## src/logic/t16_pkg.sv

```systemverilog
// Register map, field positions and mode codes of the 16-bit timer
`default_nettype none
package t16_pkg;
	// Register byte offsets
	localparam logic [7:0] ADDR_FLAGS   = 8'h0B;
	localparam logic [7:0] ADDR_MASK    = 8'h0C;
	localparam logic [7:0] ADDR_FORCE   = 8'h22;
	localparam logic [7:0] ADDR_CAP_L   = 8'h24;
	localparam logic [7:0] ADDR_CAP_H   = 8'h25;
	localparam logic [7:0] ADDR_CMPA_L  = 8'h26;
	localparam logic [7:0] ADDR_CMPA_H  = 8'h27;
	localparam logic [7:0] ADDR_CMPB_L  = 8'h28;
	localparam logic [7:0] ADDR_CMPB_H  = 8'h29;
	localparam logic [7:0] ADDR_CNT_L   = 8'h2C;
	localparam logic [7:0] ADDR_CNT_H   = 8'h2D;
	localparam logic [7:0] ADDR_CTRL_B  = 8'h2E;
	localparam logic [7:0] ADDR_CTRL_A  = 8'h2F;
	// Field positions
	localparam int BIT_CAP     = 5;
	localparam int BIT_MB      = 2;
	localparam int BIT_MA      = 1;
	localparam int BIT_OVF     = 0;
	localparam int BIT_FORCE_A = 7;
	localparam int BIT_FORCE_B = 6;
	localparam int BIT_NOISE   = 7;
	localparam int BIT_EDGE    = 6;
	// Writable bits of mask/flags and of control B
	localparam logic [7:0] IRQ_BITS    = 8'h27;
	localparam logic [7:0] CTRL_B_BITS = 8'hDF;
	localparam logic [7:0] RESET_BYTE  = 8'h00;
	localparam logic [15:0] CNT_MAX    = 16'hFFFF;
	// Clock select codes
	localparam logic [2:0] CS_STOP  = 3'h0;
	localparam logic [2:0] CS_DIV1  = 3'h1;
	localparam logic [2:0] CS_DIV8  = 3'h2;
	localparam logic [2:0] CS_DIV64 = 3'h3;
	localparam logic [2:0] CS_DIV256  = 3'h4;
	localparam logic [2:0] CS_DIV1024 = 3'h5;
	localparam logic [2:0] CS_EXT_FALL = 3'h6;
	localparam logic [2:0] CS_EXT_RISE = 3'h7;
	localparam int PRESC_W = 10;
	// Waveform modes
	localparam logic [3:0] WM_NORMAL  = 4'h0;
	localparam logic [3:0] WM_CTC_A   = 4'h4;
	localparam logic [3:0] WM_CTC_CAP = 4'hC;
	localparam logic [3:0] WM_RSVD    = 4'hD;
	// Compare output modes
	localparam logic [1:0] COM_OFF    = 2'h0;
	localparam logic [1:0] COM_TOGGLE = 2'h1;
	localparam logic [1:0] COM_CLEAR  = 2'h2;
	localparam logic [1:0] COM_SET    = 2'h3;
	// Noise filter length in samples
	localparam int FILT_LEN = 4;
	typedef enum logic {
		T16_DIR_UP   = 1'b0,
		T16_DIR_DOWN = 1'b1
	} t16_dir_e;
endpackage
`default_nettype wire

```

## src/logic/t16_timer.sv

```systemverilog
// 16-bit timer with capture, two compare channels and shared high-byte latch
// What this block does
// - Edge select bit picks falling or rising capture
// - Capture copies counter and sets capture flag
// - Capture input ignored when capture sets top
// - Then capture flag sets when counter hits top
// - Clock select: stop, prescaled taps, external edges
// - External pin counts regardless of pin direction
// - Force bit makes immediate match in non-PWM
// - Forced match sets no flag, no clear
// - Force bits always read as zero
// - 16-bit access through one shared high latch
// - Counter write blocks next timer-clock match
// - Compare registers continuously matched with counter
// - Capture source pin or comparator; may be top
// - Mask bits gate flags with global enable
// - Reserved mask and flag bits read zero
// - Match flag set on tick after equality
// - Flags clear by vector ack or write one
// - Noise filter needs four equal samples
// - Overflow flag set per waveform mode
`default_nettype none
module t16_timer (
	input  wire logic       clk,
	input  wire logic       rstn,
	input  wire logic [7:0] addr,
	input  wire logic [7:0] wdata,
	input  wire logic       wr_en,
	input  wire logic       rd_en,
	output logic      [7:0] rdata,
	input  wire logic       capture_in_pin,
	input  wire logic       comparator_in,
	input  wire logic       capture_src_comp,
	input  wire logic       ext_count_pin,
	input  wire logic       global_irq_en,
	input  wire logic       ack_capture,
	input  wire logic       ack_match_a,
	input  wire logic       ack_match_b,
	input  wire logic       ack_overflow,
	output logic            irq_capture,
	output logic            irq_match_a,
	output logic            irq_match_b,
	output logic            irq_overflow,
	output logic            wave_out_a,
	output logic            wave_out_b
);
	logic [7:0]  ctrl_a_q;
	logic [7:0]  ctrl_b_q;
	logic [7:0]  mask_q;
	logic [7:0]  flags_q;
	logic [7:0]  temp_q;
	logic [15:0] cnt_q;
	logic [15:0] cmp_q [2];
	logic [15:0] cap_q;
	localparam int PRESC_W_L = t16_pkg::PRESC_W;
	logic [7:0]  rdata_q;
	logic [PRESC_W_L-1:0] presc_q;
	t16_pkg::t16_dir_e dir_q;
	logic        block_q;
	logic [1:0]  wave_q;
	logic [3:0]  irq_q;

	// Decoded mode
	logic [3:0]  wm;
	logic [2:0]  cs;
	logic        pwm_phase;
	logic        pwm_fast;
	logic        cap_is_top;
	logic [15:0] top;
	assign wm = {ctrl_b_q[4:3], ctrl_a_q[1:0]};
	assign cs = ctrl_b_q[2:0];

	// Top value per waveform code; reserved code behaves as normal
	always_comb begin
		cap_is_top = 1'b0;
		top        = t16_pkg::CNT_MAX;
		case (wm)
			4'h1, 4'h5: top = 16'h00FF;
			4'h2, 4'h6: top = 16'h01FF;
			4'h3, 4'h7: top = 16'h03FF;
			4'h4, 4'h9, 4'hB, 4'hF: top = cmp_q[0];
			4'h8, 4'hA, 4'hC, 4'hE: begin
				cap_is_top = 1'b1;
				top        = cap_q;
			end
			default: top = t16_pkg::CNT_MAX;
		endcase
	end
	assign pwm_phase = (wm inside {4'h1, 4'h2, 4'h3, 4'h8, 4'h9, 4'hA, 4'hB});
	assign pwm_fast  = (wm inside {4'h5, 4'h6, 4'h7, 4'hE, 4'hF});

	// Bus decode
	logic wr_lo_cnt;
	logic wr_force;
	assign wr_lo_cnt = wr_en && (addr == t16_pkg::ADDR_CNT_L);
	assign wr_force  = wr_en && (addr == t16_pkg::ADDR_FORCE);

	// Input synchronisers; first stages feed only the second stages
	logic [2:0] sync1_q;
	logic [2:0] sync2_q;
	always_ff @(posedge clk or negedge rstn) begin
		if (!rstn) begin
			sync1_q <= 3'h0;
			sync2_q <= 3'h0;
		end else begin
			sync1_q <= {ext_count_pin, comparator_in, capture_in_pin};
			sync2_q <= sync1_q;
		end
	end

	// Free-running prescaler shared by all taps
	always_ff @(posedge clk or negedge rstn) begin
		if (!rstn) begin
			presc_q <= '0;
		end else begin
			presc_q <= presc_q + 1'b1;
		end
	end

	// External pin edge detect; pin direction plays no part
	logic ext_prev_q;
	always_ff @(posedge clk or negedge rstn) begin
		if (!rstn) begin
			ext_prev_q <= 1'b0;
		end else begin
			ext_prev_q <= sync2_q[2];
		end
	end

	// Timer clock tick select
	logic tick;
	always_comb begin
		case (cs)
			t16_pkg::CS_STOP:     tick = 1'b0;
			t16_pkg::CS_DIV1:     tick = 1'b1;
			t16_pkg::CS_DIV8:     tick = &presc_q[2:0];
			t16_pkg::CS_DIV64:    tick = &presc_q[5:0];
			t16_pkg::CS_DIV256:   tick = &presc_q[7:0];
			t16_pkg::CS_DIV1024:  tick = &presc_q[9:0];
			t16_pkg::CS_EXT_FALL: tick = ext_prev_q && !sync2_q[2];
			t16_pkg::CS_EXT_RISE: tick = !ext_prev_q && sync2_q[2];
			default:              tick = 1'b0;
		endcase
	end

	// Capture source and noise filter
	localparam int FILT_N = t16_pkg::FILT_LEN;
	logic                cap_raw;
	logic [FILT_N-1:0]   filt_hist_q;
	logic                filt_q;
	logic                cap_prev_q;
	logic                cap_lvl;
	assign cap_raw = capture_src_comp ? sync2_q[1] : sync2_q[0];
	always_ff @(posedge clk or negedge rstn) begin
		if (!rstn) begin
			filt_hist_q <= '0;
			filt_q      <= 1'b0;
		end else begin
			filt_hist_q <= {filt_hist_q[FILT_N-2:0], cap_raw};
			if (&filt_hist_q || ~|filt_hist_q) begin
				filt_q <= filt_hist_q[FILT_N-1];
			end
		end
	end
	assign cap_lvl = ctrl_b_q[t16_pkg::BIT_NOISE] ? filt_q : cap_raw;
	always_ff @(posedge clk or negedge rstn) begin
		if (!rstn) begin
			cap_prev_q <= 1'b0;
		end else begin
			cap_prev_q <= cap_lvl;
		end
	end

	// Capture event; input disconnected when capture value is top
	logic cap_evt;
	assign cap_evt = !cap_is_top &&
		(ctrl_b_q[t16_pkg::BIT_EDGE] ? (cap_lvl && !cap_prev_q)
		                              : (!cap_lvl && cap_prev_q));

	// Per-channel match detect and waveform unit
	logic [1:0] match;
	logic [1:0] force_hit;
	logic [1:0] ch_force_bit;
	assign ch_force_bit = {wdata[t16_pkg::BIT_FORCE_B], wdata[t16_pkg::BIT_FORCE_A]};
	genvar ch;
	generate
		for (ch = 0; ch < 2; ch++) begin : g_ch
			logic [1:0] com;
			logic       wave_ch_q;
			assign com           = ch ? ctrl_a_q[5:4] : ctrl_a_q[7:6];
			assign match[ch]     = tick && !block_q && (cnt_q == cmp_q[ch]);
			assign force_hit[ch] = wr_force && ch_force_bit[ch] && !pwm_fast && !pwm_phase;
			assign wave_q[ch]    = wave_ch_q;
			// Wave output follows compare output mode; forced hits act here only
			always_ff @(posedge clk or negedge rstn) begin
				if (!rstn) begin
					wave_ch_q <= 1'b0;
				end else if (!pwm_fast && !pwm_phase) begin
					if (match[ch] || force_hit[ch]) begin
						case (com)
							t16_pkg::COM_TOGGLE: wave_ch_q <= !wave_ch_q;
							t16_pkg::COM_CLEAR:  wave_ch_q <= 1'b0;
							t16_pkg::COM_SET:    wave_ch_q <= 1'b1;
							default:             wave_ch_q <= wave_ch_q;
						endcase
					end
				end else if (com[1]) begin
					if (match[ch]) begin
						wave_ch_q <= pwm_fast ? com[0] : (com[0] ^ (dir_q == t16_pkg::T16_DIR_DOWN));
					end else if (pwm_fast && tick && cnt_q == top) begin
						wave_ch_q <= !com[0];
					end
				end
			end
		end
	endgenerate
	assign wave_out_a = wave_q[0];
	assign wave_out_b = wave_q[1];

	// Counter, direction and match block
	logic at_top;
	assign at_top = (cnt_q == top);
	always_ff @(posedge clk or negedge rstn) begin
		if (!rstn) begin
			cnt_q   <= 16'h0000;
			dir_q   <= t16_pkg::T16_DIR_UP;
			block_q <= 1'b0;
		end else if (wr_lo_cnt) begin
			cnt_q   <= {temp_q, wdata};
			block_q <= 1'b1;
		end else if (tick) begin
			block_q <= 1'b0;
			if (pwm_phase) begin
				if (dir_q == t16_pkg::T16_DIR_UP) begin
					if (at_top) begin
						dir_q <= t16_pkg::T16_DIR_DOWN;
						cnt_q <= cnt_q - 1'b1;
					end else begin
						cnt_q <= cnt_q + 1'b1;
					end
				end else if (cnt_q == 16'h0000) begin
					dir_q <= t16_pkg::T16_DIR_UP;
					cnt_q <= cnt_q + 1'b1;
				end else begin
					cnt_q <= cnt_q - 1'b1;
				end
			end else if ((pwm_fast || wm == t16_pkg::WM_CTC_A || wm == t16_pkg::WM_CTC_CAP)
			             && at_top) begin
				cnt_q <= 16'h0000;
			end else begin
				cnt_q <= cnt_q + 1'b1;
			end
		end
	end

	// Flag set events
	logic [7:0] set_ev;
	logic [7:0] clr_ev;
	logic       ovf_ev;
	always_comb begin
		if (pwm_phase) begin
			ovf_ev = tick && cnt_q == 16'h0000 && dir_q == t16_pkg::T16_DIR_DOWN;
		end else if (pwm_fast) begin
			ovf_ev = tick && at_top;
		end else begin
			ovf_ev = tick && cnt_q == t16_pkg::CNT_MAX;
		end
	end
	always_comb begin
		set_ev = 8'h00;
		set_ev[t16_pkg::BIT_CAP] = cap_evt || (cap_is_top && tick && at_top);
		set_ev[t16_pkg::BIT_MA]  = match[0];
		set_ev[t16_pkg::BIT_MB]  = match[1];
		set_ev[t16_pkg::BIT_OVF] = ovf_ev;
		clr_ev = (wr_en && addr == t16_pkg::ADDR_FLAGS) ? wdata : 8'h00;
		clr_ev[t16_pkg::BIT_CAP] = clr_ev[t16_pkg::BIT_CAP] || ack_capture;
		clr_ev[t16_pkg::BIT_MA]  = clr_ev[t16_pkg::BIT_MA] || ack_match_a;
		clr_ev[t16_pkg::BIT_MB]  = clr_ev[t16_pkg::BIT_MB] || ack_match_b;
		clr_ev[t16_pkg::BIT_OVF] = clr_ev[t16_pkg::BIT_OVF] || ack_overflow;
	end

	// Sticky flags; a set in the clearing cycle wins
	always_ff @(posedge clk or negedge rstn) begin
		if (!rstn) begin
			flags_q <= t16_pkg::RESET_BYTE;
		end else begin
			flags_q <= ((flags_q & ~clr_ev) | set_ev) & t16_pkg::IRQ_BITS;
		end
	end

	// Interrupt requests gated by mask and global enable
	logic [7:0] pend;
	assign pend = flags_q & mask_q & {8{global_irq_en}};
	always_ff @(posedge clk or negedge rstn) begin
		if (!rstn) begin
			irq_q <= 4'h0;
		end else begin
			irq_q <= {pend[t16_pkg::BIT_CAP], pend[t16_pkg::BIT_MB],
			          pend[t16_pkg::BIT_MA], pend[t16_pkg::BIT_OVF]};
		end
	end
	assign irq_capture  = irq_q[3];
	assign irq_match_b  = irq_q[2];
	assign irq_match_a  = irq_q[1];
	assign irq_overflow = irq_q[0];

	// Control, mask and compare registers
	always_ff @(posedge clk or negedge rstn) begin
		if (!rstn) begin
			ctrl_a_q <= t16_pkg::RESET_BYTE;
			ctrl_b_q <= t16_pkg::RESET_BYTE;
			mask_q   <= t16_pkg::RESET_BYTE;
			cmp_q[0] <= 16'h0000;
			cmp_q[1] <= 16'h0000;
		end else if (wr_en) begin
			case (addr)
				t16_pkg::ADDR_CTRL_A: ctrl_a_q <= wdata;
				t16_pkg::ADDR_CTRL_B: ctrl_b_q <= wdata & t16_pkg::CTRL_B_BITS;
				t16_pkg::ADDR_MASK:   mask_q   <= wdata & t16_pkg::IRQ_BITS;
				t16_pkg::ADDR_CMPA_L: cmp_q[0] <= {temp_q, wdata};
				t16_pkg::ADDR_CMPB_L: cmp_q[1] <= {temp_q, wdata};
				default:              ctrl_a_q <= ctrl_a_q;
			endcase
		end
	end

	// Capture register: loaded by events, writable by software
	always_ff @(posedge clk or negedge rstn) begin
		if (!rstn) begin
			cap_q <= 16'h0000;
		end else if (wr_en && addr == t16_pkg::ADDR_CAP_L) begin
			cap_q <= {temp_q, wdata};
		end else if (cap_evt) begin
			cap_q <= cnt_q;
		end
	end

	// Shared high-byte latch: loaded by high writes and low reads
	always_ff @(posedge clk or negedge rstn) begin
		if (!rstn) begin
			temp_q <= 8'h00;
		end else if (wr_en && (addr == t16_pkg::ADDR_CNT_H || addr == t16_pkg::ADDR_CMPA_H ||
		                       addr == t16_pkg::ADDR_CMPB_H || addr == t16_pkg::ADDR_CAP_H)) begin
			temp_q <= wdata;
		end else if (rd_en) begin
			case (addr)
				t16_pkg::ADDR_CNT_L:  temp_q <= cnt_q[15:8];
				t16_pkg::ADDR_CMPA_L: temp_q <= cmp_q[0][15:8];
				t16_pkg::ADDR_CMPB_L: temp_q <= cmp_q[1][15:8];
				t16_pkg::ADDR_CAP_L:  temp_q <= cap_q[15:8];
				default:              temp_q <= temp_q;
			endcase
		end
	end

	// Read data, valid only in the cycle after the strobe
	always_ff @(posedge clk or negedge rstn) begin
		if (!rstn) begin
			rdata_q <= 8'h00;
		end else if (rd_en) begin
			case (addr)
				t16_pkg::ADDR_FLAGS:  rdata_q <= flags_q;
				t16_pkg::ADDR_MASK:   rdata_q <= mask_q;
				t16_pkg::ADDR_FORCE:  rdata_q <= 8'h00;
				t16_pkg::ADDR_CTRL_A: rdata_q <= ctrl_a_q;
				t16_pkg::ADDR_CTRL_B: rdata_q <= ctrl_b_q;
				t16_pkg::ADDR_CNT_L:  rdata_q <= cnt_q[7:0];
				t16_pkg::ADDR_CMPA_L: rdata_q <= cmp_q[0][7:0];
				t16_pkg::ADDR_CMPB_L: rdata_q <= cmp_q[1][7:0];
				t16_pkg::ADDR_CAP_L:  rdata_q <= cap_q[7:0];
				t16_pkg::ADDR_CNT_H, t16_pkg::ADDR_CMPA_H,
				t16_pkg::ADDR_CMPB_H, t16_pkg::ADDR_CAP_H: rdata_q <= temp_q;
				default:              rdata_q <= 8'h00;
			endcase
		end else begin
			rdata_q <= 8'h00;
		end
	end
	assign rdata = rdata_q;
endmodule
`default_nettype wire

```

## config.mk

```make
export PLATFORM = sky130hd
export DESIGN_NAME = t16_timer
export DESIGN_NICKNAME = d
export VERILOG_FILES = /design/src/logic/t16_pkg.sv /design/src/logic/t16_timer.sv
export SDC_FILE = /design/constraint.sdc
export NUM_CORES = 1
export LEC_CHECK = 0
export BUFFER_PORTS_ARGS = -buffer_cell sky130_fd_sc_hd__buf_2
export CORE_ASPECT_RATIO = 1.5
export CORE_MARGIN = 3
export CORE_UTILIZATION = 30
export DETAILED_ROUTE_END_ITERATION = 10
export PLACE_DENSITY = 0.5
export SLEW_MARGIN = 20
export SYNTH_ARGS = -nofsm -noshare
export SYNTH_HDL_FRONTEND = slang
export SYNTH_SLANG_ARGS = --single-unit
```

## constraint.sdc

```tcl
create_clock -name clk -period 3.1 [get_ports clk]
set_clock_uncertainty 0.2 [all_clocks]
set_input_delay 0.155 -clock clk [delete_from_list [all_inputs] [get_ports clk]]
set_output_delay 0.155 -clock clk [all_outputs]
set_load 0.05 [all_outputs]
```

======== Yosys cells after proc, flatten, opt, wreduce, memory -nomap -nowiden ========
Index checks and enable logic that the tools add are counted.
Widths: inputs -> output; s select.
word-level totals
  register bits ........................... 134
  output and inout bits ................... 14
operators by class
  add/sub/neg operators ................... 3
  equality and inequality tests ........... 48
  mux-type cells .......................... 42
  bitwise gates (word level) .............. 8
  reductions and logical operators ........ 88
operators with widths
  kind                   count
  $mux 16                9
  $eq 8x6->1 const B     11
  $pmux 16 s5            1
  $pmux 8 s9             1
  $eq 16x16->1           3
  $pmux 8 s4             1
  $logic_and 1x1->1      29
  $eq 4x4->1 const B     7
  $mux 8                 3
  $mux 1                 23
  $and 6x6->6            3
  $add 16x1->16 const B  1
  $eq 16x16->1 const B   1
  $eq 4x3->1 const B     4
  $eq 8x4->1 const B     2
  $logic_not 16->1       1
  $reduce_or 4->1        4
  $sub 16x1->16 const B  1
  $logic_not 1->1        13
  $logic_or 1x1->1       13
  $eq 3x3->1 const B     4
  $reduce_and 2->1       6
  $reduce_and 4->1       3
  $add 10x1->10 const B  1
  other kinds (26)       44

======== Longest topological paths before layout ========
Gate-level depths: netlist (run 1).
  depth after elaboration ................. 9
  depth in mapped cells ................... 13
  gate-level depth less buffers ........... 12

======== Worst setup path before layout (run 1) ========
Ideal clock, no wire load.
  path kind ............................... reg-to-reg
  start ................................... reg ctrl_b_q[3]
  end ..................................... reg cnt_q[9]
  arrival ................................. 3.011 ns
  required time ........................... 2.776 ns
  slack ................................... -0.235 ns
  stages on the path, launching flop included .. 13
  path buffers ............................ 2
  period minus slack after synthesis ...... 3.335 ns
  cell sequence ........................... dfrtp_1 -> nor2b_1 -> buf_2 -> mux2_2 -> a221oi_2 -> xor2_1 -> nand4_1 -> or4b_4 -> o21ai_4 -> buf_6 -> mux2i_1 -> a21oi_1 -> a211o_1
on the way
  cells in the longest elaborated chain, start to end .. 9
  elaborated cells on any way between the ends .. 32
ends and longest elaborated chain
  element                                           RTL line                            source
  from (decl)                                       t16_timer.sv:48                     logic [7:0] ctrl_b_q;
  from (signal assigned)                            t16_timer.sv:311                    ctrl_b_q <= t16_pkg::RESET_BYTE;
  from (signal assigned)                            t16_timer.sv:318                    t16_pkg::ADDR_CTRL_B: ctrl_b_q <= wdata & t16_pkg::CTRL_B_BITS;
  $eq 4x4->1 (tied with other cells)                t16_timer.sv:77, t16_timer.sv:89
  $reduce_or 4->1 (tied with other cells)           t16_timer.sv:77                     case (wm)
  $pmux 16 s5 or $logic_or 1x1->1 (tied branches)   t16_timer.sv:77, t16_timer.sv:247
  $eq 16x16->1 or $logic_or 1x1->1 (tied branches)  t16_timer.sv:222, t16_timer.sv:247
  $mux 16 or $logic_and 1x1->1 (tied branches)      t16_timer.sv:235, t16_timer.sv:248
  $mux 16 (on tied branches)                        t16_timer.sv:234, t16_timer.sv:247
  $mux 16 (*)                                       t16_timer.sv:233                    if (pwm_phase) begin
  $mux 16 (*)                                       t16_timer.sv:231                    end else if (tick) begin
  $mux 16 (*)                                       t16_timer.sv:228                    end else if (wr_lo_cnt) begin
  to (signal assigned)                              t16_timer.sv:229                    cnt_q <= {temp_q, wdata};
  to (signal assigned)                              t16_timer.sv:237                    cnt_q <= cnt_q - 1'b1;
  to (signal assigned)                              t16_timer.sv:239                    cnt_q <= cnt_q + 1'b1;
  to (decl)                                         t16_timer.sv:52                     logic [15:0] cnt_q;
Every way passes the cells marked *; elsewhere a longest branch is shown, timed or not. The select of a mux whose other input is x is not followed.
A chain may end at the register's enable or synchronous reset.

======== Final worst setup path (run 1) ========
  start ................................... reg ctrl_a_q[0]
  end ..................................... reg cnt_q[8]
on the way
  cells in the longest elaborated chain, start to end .. 9
  elaborated cells on any way between the ends .. 32
ends and longest elaborated chain
  element                                           RTL line                            source
  from (decl)                                       t16_timer.sv:47                     logic [7:0] ctrl_a_q;
  from (signal assigned)                            t16_timer.sv:310                    ctrl_a_q <= t16_pkg::RESET_BYTE;
  from (signal assigned)                            t16_timer.sv:317                    t16_pkg::ADDR_CTRL_A: ctrl_a_q <= wdata;
  from (signal assigned)                            t16_timer.sv:322                    default: ctrl_a_q <= ctrl_a_q;
  $eq 4x4->1 (tied with other cells)                t16_timer.sv:77, t16_timer.sv:89
  $reduce_or 4->1 (tied with other cells)           t16_timer.sv:77
  $pmux 16 s5 or $logic_or 1x1->1 (tied branches)   t16_timer.sv:77, t16_timer.sv:247
  $eq 16x16->1 or $logic_or 1x1->1 (tied branches)  t16_timer.sv:222, t16_timer.sv:247
  $mux 16 or $logic_and 1x1->1 (tied branches)      t16_timer.sv:235, t16_timer.sv:248
  $mux 16 (on tied branches)                        t16_timer.sv:234, t16_timer.sv:247
  $mux 16 (*)                                       t16_timer.sv:233
  $mux 16 (*)                                       t16_timer.sv:231
  $mux 16 (*)                                       t16_timer.sv:228
Marked as above.

==> flow_metrics.py, run 1 <==
metrics = {
    "outcome": {
        "status": "complete, but fails checks",
        "violations": "setup timing",
    },
    "grt": {
        "grt_pass1_wl_mm": 47.2,
        "grt_max_degree": 69,
        "grt_antenna_before_repair": 0,
        "grtUsageMet2_pct": 37.4,
        "grt_pass1_vias": 7777,
        "grt.met3_usage_pct": 3.42,
        "gr-total-overflow": 0,
        "grt_use_met1_pct": 23.4,
        "track_usage_pct": 21.2,
        "top_usage_layer": "met2",
    },
    "cells_and_area": {
        "drive_above_1_share_pct": 28.6,
        "post-route-cell-area_mm2": 0.0106,
        "register_area_mm2": 0.00336,
        "areaGrowthSynthToFinish_pct": 27.6,
        "nFillCells": 2801,
        "num_antenna_cells": 0,
        "multi_input_area_mm2": 0.00481,
        "nets": 1067,
    },
    "yosys": {
        "synth_top_area_share_pct": 40.4,
        "synthCells": 891,
        "yosysUniqueCellTypes": 74,
        "synth_edf_count": 0,
        "ys_seq_area_share_pct": 40.4,
        "ys.flop_type": "dfrtp_1",
        "async_flop_share_pct": 100,
        "yosysMostFrequentCell": "dfrtp_1",
        "yosys_warnings": 0,
        "yosys-top-cells-count": "dfrtp_1, nor2_1, a21oi_1",
        "synth_area_leaders": "dfrtp_1, mux2_2, xor2_1",
        "synth_top_area_cell": "dfrtp_1",
        "syn_nets": 926,
        "netlist_area_mm2": 0.00830,
        "ys_seq_elements": 134,
        "avgSynthCellArea_um2": 9.31,
    },
    "clock_tree": {
        "numCtsBuffers": 17,
        "clock_path_buffers": 2,
        "clkTransAtPathRegs_ns": 0.06,
        "clk_latency_ns": 0.44,
        "root_buffer": "clkbuf_16",
        "cts_tree": "built",
        "clock_sinks": 134,
        "htreeDepth": 4,
    },
    "critical_path": {
        "r2r-end": "cnt_q[8]",
        "endpoint_kind": "register",
        "path_class": "register to register",
        "slowest_delay_ns": 0.52,
        "path_depth": 10,
        "cp_top_family": "simple AND/OR/NAND/NOR gates",
        "worstPathRequired_ns": 3.22,
        "crit_arrival_ns": 3.55,
        "cp_cell_sequence": "or3b_4 > o22a_1 > o21ai_1 > nand4_1 > nor4_2 > or4b_4 > o21ai_4 > nand3_2 > a32o_1 > a221o_1",
        "slowest_stage": "or4b_4",
        "r2r_start": "ctrl_a_q[0]",
        "startpoint_type": "register",
        "path_buf_inv": 0,
        "crit_fanout": 6,
        "reg2reg_depth": 10,
        "rrSetupSlack_ns": -0.33,
    },
    "timing": {
        "rsz0062_at_grt": "true",
        "final.period_utilization_pct": 111,
        "slew_headroom_pct": 38.8,
        "hold_violations": 0,
        "fmax_mhz": 292,
        "setup_violations": 19,
        "period_minus_slack_ns": 3.43,
        "finalWorstSetupSlack_ns": -0.328,
        "worst_slew_pin_slew_ns": 0.912,
        "hold_ws_ns": 0.0561,
        "drv_slew": 0,
    },
    "min_path": {
        "hold_path.startpoint": "addr[2]",
        "hold_path.class": "input pin to register",
        "worst_hold_path.num_cells": 4,
        "min_to": "rdata[0]",
    },
    "floorplanning": {
        "core_area_mm2": 0.0269,
        "start_util_pct": 30.9,
        "die_x_um": 142,
        "dieArea_mm2": 0.0297,
        "fp-row-count": 73,
        "io_pins": 43,
        "dieHeight_um": 210,
    },
    "pwr": {
        "switching_share_pct": 33.6,
        "p_clk_share_pct": 36.4,
        "power_leakage_uw": 0.00479,
        "combPwrFrac_pct": 23.4,
        "intPower_uw": 3450,
        "pwr-share-seq_pct": 40.2,
        "switchingPower_uw": 1740,
        "power.density_mw_per_mm2": 490,
        "peakVddDrop_mv": 0.389,
    },
    "placement": {
        "io_buffers": 42,
        "gp_congestion": 0.923,
        "place_area_mm2": 0.00960,
        "dp_hpwl_mm": 23.6,
    },
    "drt": {
        "antenna_left": 0,
        "drt-vias-per-instance": 5.54,
        "finalWirelength_mm": 31.1,
        "drc": 0,
        "vias": 7659,
        "drt_iter0_drc": 665,
        "routedWlPerCell_um": 22.5,
        "dr.pass1.iters": 5,
    },
    "flow_run": {
        "drv_cap": 0,
    },
}
-- timing repair --
action                                 4_1_cts  5_1_grt
hold buffers                                20        0
resized for setup                           36       14
setup endpoints to repair                   19       20
pin swaps                                   24       15
endpoints found under the hold margin      119        0
buffers inserted                             7        4
-- state kept, by name, summed over array words and instances (netlist names), 7 cells and up --
signal and cells:
ctrl_b_q 7, temp_q 8, cap_q 16, cnt_q 16, rdata 8, presc_q 10
ctrl_a_q 8, cmp_q 32
-- metrics by stage --
step	util, %	cells	power, uW	TNS [ns]	setup slack (ns)
CTS	39.1	1380	5200	-3.45	-0.296
detailed placement	35.8	1322	3250	-6.01	-0.425
global placement	35.8	1322	3250	-5.97	-0.476
floorplan	-	891	2740	-0.543	-0.170
finish	39.4	1382	5190	-4.33	-0.328
global route	39.4	1382	5420	-6.67	-0.467
-- routing by layer --
metal / share of wire, % / wire length, um
met4: 6.5 / 2010
met5: 0 / 0
met2: 52 / 16100
met3: 4.0 / 1250
met1: 38 / 11700
-- worst max path at each step --
stage,from,to
2_1_floorplan,ctrl_b_q[4],cnt_q[9]
3_3_place_gp,ctrl_a_q[1],flags_q[0]
3_5_place_dp,ctrl_a_q[0],flags_q[0]
4_1_cts,ctrl_a_q[1],cnt_q[8]
5_1_grt,ctrl_a_q[0],cnt_q[13]
6_report,ctrl_a_q[0],cnt_q[8]
-- worst register-to-register path, delay by kind of cell (launching register included) --
| family | cells | cell delay, ns |
|---|---|---|
| DFF | 1 | 0.46 |
| and+or+nand+nor | 5 | 1.46 |
| AOI/OAI and AO/OA | 5 | 1.20 |
-- cells by family (layout without fill, tap and decap cells) --
family	count (synthesis)	in the layout	share of synthesized area [%]
XOR/XNOR	72	72	7.60
adder cells (fa/ha/maj)	6	6	0.905
buffers and inverters	79	233	3.81
AO/OA/AOI/OAI	211	211	17.3
AND/OR/NAND/NOR	297	297	18.0
flip-flops	134	134	40.4
multiplexers	92	92	12.0
-- area by class of cell --
class / instances / area share [%]
clock buffers: 19 / 4.18
well taps: 337 / 3.98
repair buffers: 185 / 13.3
flip-flops and latches: 134 / 31.7
multi-input cells: 678 / 45.4
inverters: 16 / 0.567
clock inverters: 13 / 0.922
-- cell usage in the layout, fill, tap and decap left out, types with 5 or more instances in the layout --
cell,n
dfrtp_1,132
buf_4,110
nor2_1,79
nand2_1,66
a21oi_1,62
mux2_2,60
xor2_1,50
buf_2,41
nand3_1,35
mux2i_1,29
xnor2_1,22
o21ai_0,22
dlygate4sd3_1,20
nor3_1,19
a22o_1,19
and3_1,18
clkbuf_16,17
inv_1,15
a221oi_1,12
nor4_1,12
buf_6,12
nor2b_1,11
o22ai_1,11
nand2b_1,11
a22oi_1,9
nand4_1,9
a31oi_1,9
a221o_1,9
o21ai_1,7
a21oi_2,7
ha_1,6
and2_1,5
-- power groups by stage --
stage | clock network [uW] | registers, uW | logic [uW]
floorplan | 0 | 1990 | 744
global placement | 0 | 2110 | 1140
detailed placement | 0 | 2100 | 1140
CTS | 1940 | 2080 | 1190
global route | 2010 | 2100 | 1320
finish | 1890 | 2080 | 1210
No activity file was read; power rests on OpenSTA's default activity.
==> inputs of run 2 (changes only) <==
--- a/config.mk
+++ b/config.mk
@@ -10,7 +10,7 @@
 export CORE_MARGIN = 3
 export CORE_UTILIZATION = 30
 export DETAILED_ROUTE_END_ITERATION = 10
-export PLACE_DENSITY = 0.5
+export PLACE_DENSITY = 0.49
 export SLEW_MARGIN = 20
 export SYNTH_ARGS = -nofsm -noshare
 export SYNTH_HDL_FRONTEND = slang
==> constraint.sdc (replaced) <==
create_clock -name clk -period 3.32 [get_ports clk]
set_clock_uncertainty 0.2 [all_clocks]
set_input_delay 0.166 -clock clk [delete_from_list [all_inputs] [get_ports clk]]
set_output_delay 0.166 -clock clk [all_outputs]
set_load 0.05 [all_outputs]
==> run 2 against run 1 <==
  * The flow still finishes with violations (setup timing)
  * Via count increased by 0.18%
  * Maximum frequency down 0.81%
  * Power decreased by 1.1%
  * First-iteration DRC count down 5.6%
  * Hold slack got worse by 0.019 ns
  * Global-route usage increased by 0.50 points
  * Register-to-register slack improved by 0.19 ns
  * Utilization fell by 0.21 points
  * Routed wire length up 2.9%
  * Setup slack better by 0.19 ns
  * Non-clock buffer count down 19
  * Sequential cell count unchanged
  * Critical path type unchanged
==> flow_metrics.py, run 2 (same netlist as run 1, synthesis figures left out) <==
metrics = {
    "pwr": {
        "switchingPower_uw": 1610,
        "pwr-share-seq_pct": 38.0,
        "power_leakage_uw": 0.00476,
        "intPower_uw": 3510,
        "combPwrFrac_pct": 21.6,
        "switching_share_pct": 31.5,
        "p_clk_share_pct": 40.3,
        "peakVddDrop_mv": 0.341,
        "power.density_mw_per_mm2": 487,
    },
    "timing": {
        "setup_violations": 12,
        "slew_headroom_pct": 41.4,
        "worst_slew_pin_slew_ns": 0.877,
        "hold_ws_ns": 0.0368,
        "finalWorstSetupSlack_ns": -0.136,
        "fmax_mhz": 289,
        "rsz0062_at_grt": "true",
        "hold_violations": 0,
        "period_minus_slack_ns": 3.46,
        "drv_slew": 0,
        "final.period_utilization_pct": 104,
    },
    "outcome": {
        "status": "complete, but fails checks",
        "violations": "setup timing",
    },
    "min_path": {
        "hold_path.class": "input pin to register",
    },
    "drt": {
        "finalWirelength_mm": 32.0,
        "drc": 0,
        "vias": 7673,
        "drt-vias-per-instance": 5.63,
        "routedWlPerCell_um": 23.5,
        "dr.pass1.iters": 7,
        "antenna_left": 0,
        "drt_iter0_drc": 628,
    },
    "placement": {
        "place_area_mm2": 0.00943,
        "dp_hpwl_mm": 23.7,
        "gp_congestion": 0.928,
        "io_buffers": 42,
    },
    "critical_path": {
        "slowest_delay_ns": 0.61,
        "crit_arrival_ns": 3.55,
        "startpoint_type": "register",
        "path_class": "register to register",
        "crit_top_cell": "buf_6",
        "crit_fanout": 5,
        "endpoint_kind": "register",
        "cp_cell_sequence": "or3b_4 > o22a_4 > o22ai_2 > xor2_1 > nand4_1 > or4b_4 > o21ai_4 > buf_6 > buf_6 > mux2i_1 > o22ai_1 > nand3_1",
        "slowest_stage": "or4b_4",
        "worstPathRequired_ns": 3.42,
    },
    "floorplanning": {
        "dieHeight_um": 210,
        "dieArea_mm2": 0.0297,
        "io_pins": 43,
        "start_util_pct": 30.9,
        "core_area_mm2": 0.0269,
        "die_x_um": 142,
        "fp-row-count": 73,
    },
    "cells_and_area": {
        "post-route-cell-area_mm2": 0.0105,
        "top_register": "cmp_q",
        "num_antenna_cells": 0,
        "largestRegisters": "cmp_q: 32 flops, cap_q: 16 flops, cnt_q: 16 flops",
        "drive_above_1_share_pct": 27.9,
        "post-route-util_pct": 39.2,
        "areaGrowthSynthToFinish_pct": 26.9,
        "layout_commonest_cell": "dfrtp_1",
        "largest_reg_flops": 32,
        "most-common-layout-cells": "dfrtp_1, buf_4, nor2_1",
        "nets": 1048,
    },
    "grt": {
        "grt_max_degree": 71,
        "track_usage_pct": 21.7,
        "grt_antenna_before_repair": 0,
        "grt_pass1_wl_mm": 48.3,
        "grt_pass1_vias": 7788,
        "gr-total-overflow": 0,
    },
    "flow_run": {
        "drv_cap": 0,
    },
    "clock_tree": {
        "clock_sinks": 134,
        "cts_tree": "built",
        "root_buffer": "clkbuf_16",
        "clkTransAtPathRegs_ns": 0.06,
        "clk_latency_ns": 0.44,
        "htreeDepth": 4,
        "numCtsBuffers": 17,
        "clock_path_buffers": 2,
    },
}
-- run 2: cell types whose count changed in the layout (fill, tap and decap cells not counted), sizes merged --
cell	change
clkbuf	+2
buf	-17
inv	-3
bufinv	+4
dlygate4sd3	-2
clkinvlp	-3
-- run 2: cell type report --
type / instances / area, um^2
Clock inverter: 11 / 173
Multi-Input combinational cell: 678 / 4780
Sequential cell: 134 / 3350
Timing Repair Buffer: 166 / 1280
Fill cell: 2785 / 16300
Clock buffer: 21 / 460
Inverter: 16 / 60.1
Tap cell: 337 / 422
-- run 2: final timing paths --
check                                  from    endpoint  slack (ns)  cells after the start
worst max-delay path            ctrl_a_q[1]   cnt_q[10]       -0.14                     12
worst min-delay path                  wr_en  flags_q[1]        0.04                      3
worst max register to register  ctrl_a_q[1]   cnt_q[10]       -0.14                     12
worst min register to register   sync1_q[1]  sync2_q[1]        0.15                      0
max in group asynchronous              rstn    cnt_q[3]        1.95                      3
min in group asynchronous              rstn   cmp_q[22]        0.12                      2
-- run 2: worst max-delay path: cells and delay by family, from the launching register on --
kind	cells	cell delay [ns]
multiplexers	1	0.06
flip-flops	1	0.43
XOR/XNOR	1	0.21
AND/OR/NAND/NOR	4	1.37
buffers and inverters	2	0.28
AO/OA/AOI/OAI	4	0.76
-- run 2: metal layers --
layer | part of all wire [%] | vias up | GRT usage (%)
met4 | 6.8 | 0 | 13.3
li1 | - | 3483 | -
met1 | 38 | 3788 | 24.5
met2 | 51 | 308 | 37.6
met3 | 4.6 | 94 | 3.42
met5 | 0 | - | 0
-- run 2: timing repair --
action	in CTS	in global routing
hold buffers	18	0
endpoints found under the setup margin	19	19
pin swaps	22	18
setup buffers	8	4
endpoints found under the hold margin	88	0
gates resized for setup	26	29
-- run 2: through the flow --
stage,std cells,setup slack [ns],setup TNS [ns],total power (uW)
after global routing,1363,-0.272,-3.53,5330
after detailed placement,1302,-0.315,-4.27,3010
final,1363,-0.136,-1.08,5130
after CTS,1360,-0.0984,-0.642,5130
after floorplan,891,0.00553,0,2550
after global placement,1302,-0.342,-4.51,3010
-- run 2: power by group through the flow --
stage               logic (uW)  clock network (uW)  registers (uW)
finish                    1110                2070            1950
global route              1200                2170            1960
CTS                       1080                2110            1950
detailed placement        1040                   0            1970
global placement          1040                   0            1980
floorplan                  687                   0            1860
==> inputs of run 3 (changes only) <==
--- a/config.mk
+++ b/config.mk
@@ -8,9 +8,9 @@
 export BUFFER_PORTS_ARGS = -buffer_cell sky130_fd_sc_hd__buf_2
 export CORE_ASPECT_RATIO = 1.5
 export CORE_MARGIN = 3
-export CORE_UTILIZATION = 30
+export CORE_UTILIZATION = 41
 export DETAILED_ROUTE_END_ITERATION = 10
-export PLACE_DENSITY = 0.49
+export PLACE_DENSITY = 0.61
 export SLEW_MARGIN = 20
 export SYNTH_ARGS = -nofsm -noshare
 export SYNTH_HDL_FRONTEND = slang
==> run 3 against run 2 <==
  * The run still ends with setup timing left
  * Clock power hardly changed
  * Critical path depth is 2 higher
  * Maximum frequency is 0.76% higher
  * Register-to-register slack better by 0.03 ns
  * Sequential power is 2% higher
  * First-iteration DRC count is 11% higher
  * Combinational power is 8% lower
  * Utilization is 12 points higher
  * Clock-buffer cell count is 2 lower
  * Cell count is 7.1% lower
  * Setup slack better by 0.026 ns
  * Largest cell class unchanged
==> flow_metrics.py, run 3 (same netlist as run 1, synthesis figures left out) <==
metrics = {
    "timing": {
        "finalWorstSetupSlack_ns": -0.109,
        "period_minus_slack_ns": 3.43,
        "fmax_mhz": 292,
        "drv_slew": 0,
        "setup_violations": 9,
        "slew_headroom_pct": 26.4,
        "final.period_utilization_pct": 103,
        "worst_slew_pin_slew_ns": 1.10,
        "hold_violations": 0,
        "rsz0062_at_grt": "true",
        "fin_tns_setup_ns": -0.564,
    },
    "min_path": {
        "hold_path.startpoint": "addr[2]",
        "hold_path.class": "input pin to register",
    },
    "cells_and_area": {
        "top_register": "cmp_q",
        "areaGrowthSynthToFinish_pct": 23.0,
        "nets": 1029,
        "drive_above_1_share_pct": 25.6,
        "largest_reg_flops": 32,
        "stdcell_count": 1266,
        "layout_commonest_cell": "dfrtp_1",
        "largestRegisters": "cmp_q: 32 flops, cap_q: 16 flops, cnt_q: 16 flops",
        "num_antenna_cells": 0,
        "most-common-layout-cells": "dfrtp_1, nor2_1, buf_4",
    },
    "drt": {
        "vias": 7543,
        "drt_iter0_drc": 695,
        "drt-vias-per-instance": 5.96,
        "drc": 0,
        "antenna_left": 0,
        "routedWlPerCell_um": 22.8,
        "dr.pass1.iters": 5,
        "finalWirelength_mm": 28.8,
    },
    "grt": {
        "track_usage_pct": 26.7,
        "gr-total-overflow": 0,
        "grt_antenna_before_repair": 0,
        "grt_pass1_vias": 7687,
        "grt_pass1_wl_mm": 44.2,
        "grt_max_degree": 63,
    },
    "critical_path": {
        "crit_fanout": 8,
        "worstPathRequired_ns": 3.44,
        "rrSetupSlack_ns": -0.11,
        "crit_arrival_ns": 3.55,
        "r2r_start": "ctrl_a_q[0]",
        "r2r-end": "cnt_q[4]",
        "slowest_delay_ns": 0.43,
        "endpoint_kind": "register",
        "path_depth": 14,
        "cp_top_family": "simple AND/OR/NAND/NOR gates",
        "critPathCapture": "cnt_q[4]",
        "slowest_stage": "dfrtp_1",
        "cp_cell_sequence": "buf_12 > or2_4 > nor4b_4 > a211o_1 > o211ai_1 > or3_4 > buf_6 > nor4b_4 > buf_4 > buf_12 > mux2i_2 > nor2_1 > a311oi_1 > o22ai_1",
        "crit_start": "ctrl_a_q[0]",
        "startpoint_type": "register",
        "path_buf_inv": 4,
        "path_class": "register to register",
        "reg2reg_depth": 14,
    },
    "pwr": {
        "p_clk_share_pct": 40.5,
        "switchingPower_uw": 1560,
        "intPower_uw": 3490,
        "switching_share_pct": 31.0,
        "power_leakage_uw": 0.00461,
        "power.density_mw_per_mm2": 495,
        "combPwrFrac_pct": 20.2,
        "peakVddDrop_mv": 0.507,
        "pwr-share-seq_pct": 39.3,
    },
    "placement": {
        "place_inst": 1211,
        "pre_cts_ws_ns": -0.215,
        "gp_congestion": 0.976,
        "io_buffers": 42,
        "dp_hpwl_mm": 21.4,
    },
    "floorplanning": {
        "fp-row-count": 63,
        "core_area_mm2": 0.0199,
        "dieHeight_um": 180,
        "die_x_um": 122,
        "dieArea_mm2": 0.0220,
        "start_util_pct": 41.8,
        "io_pins": 43,
    },
    "clock_tree": {
        "clock_path_buffers": 2,
        "clk_latency_ns": 0.44,
        "clock_sinks": 134,
        "htreeDepth": 4,
        "cts_tree": "built",
        "numCtsBuffers": 17,
        "root_buffer": "clkbuf_16",
        "clkTransAtPathRegs_ns": 0.06,
    },
    "outcome": {
        "violations": "setup timing",
        "status": "complete, but fails checks",
    },
    "flow_run": {
        "drv_cap": 0,
    },
}
[run 3: cell count changes in the layout (fill, tap and decap cells not counted), sizes merged]
| cell | delta |
|---|---|
| clkinvlp | +1 |
| clkinv | -1 |
| buf | -19 |
| clkbuf | -2 |
| inv | +1 |
[run 3: worst reg2reg max path, stage by stage, from the launching register on]
cell and delay, ns:
dfrtp_1 0.43, buf_12 0.16, or2_4 0.27, nor4b_4 0.24
a211o_1 0.14, o211ai_1 0.09, or3_4 0.35, buf_6 0.13
nor4b_4 0.34, buf_4 0.19, buf_12 0.11, mux2i_2 0.19
nor2_1 0.06, a311oi_1 0.27, o22ai_1 0.13
[run 3: final cells by class]
| type | instances | area [um^2] |
|---|---|---|
| fillers | 1897 | 9660 |
| multi-input cells | 678 | 4720 |
| flip-flops and latches | 134 | 3350 |
| repair buffers | 147 | 1120 |
| clock buffers | 19 | 453 |
| well taps | 260 | 325 |
| clock inverters | 12 | 174 |
| inverters | 16 | 63.8 |
[run 3: power by group through the flow]
stage	combinational, uW	clock (uW)	sequential [uW]
floorplan	687	0	1860
global placement	951	0	2010
detailed placement	955	0	2010
CTS	982	2070	1980
global route	1120	2120	2000
finish	1020	2040	1990
[run 3: worst min-delay path by stage]
stage / slack (ns) / end / cells past startpoint
floorplan: -0.33 / block_q / 0
global placement: -0.01 / cnt_q[13] / 1
detailed placement: -0.007 / cnt_q[13] / 1
CTS: 0.008 / rdata[2] / 4
global route: 0.06 / flags_q[2] / 3
finish: 0.03 / rdata[2] / 4
[run 3: per-layer routing]
metal / track usage, % / part of all wire (%) / vias to the layer above
met4: 17.8 / 7.2 / 0
met5: 0 / 0 / -
met2: 45.1 / 50 / 302
li1: - / - / 3455
met3: 4.71 / 5.3 / 114
met1: 30.4 / 37 / 3672
[run 3: repair_timing]
action	in CTS	in global routing
endpoints found under the setup margin	19	19
setup buffers	3	4
pin swaps	13	23
hold buffers	18	0
cloned	0	0
resized for setup	8	27
endpoints found under the hold margin	119	0
[run 3: metrics by stage]
| stage | power [uW] | utilization [%] | cell area [um^2] | hold WS, ns |
|---|---|---|---|---|
| final | 5050 | 51.4 | 10200 | 0.0269 |
| after global routing | 5240 | 51.4 | 10200 | 0.0587 |
| after CTS | 5030 | 50.8 | 10100 | 0.00820 |
| after detailed placement | 2970 | 46.5 | 9230 | -0.00728 |
| after global placement | 2960 | 46.5 | 9230 | -0.00976 |
| after floorplan | 2550 | - | 8300 | -0.330 |
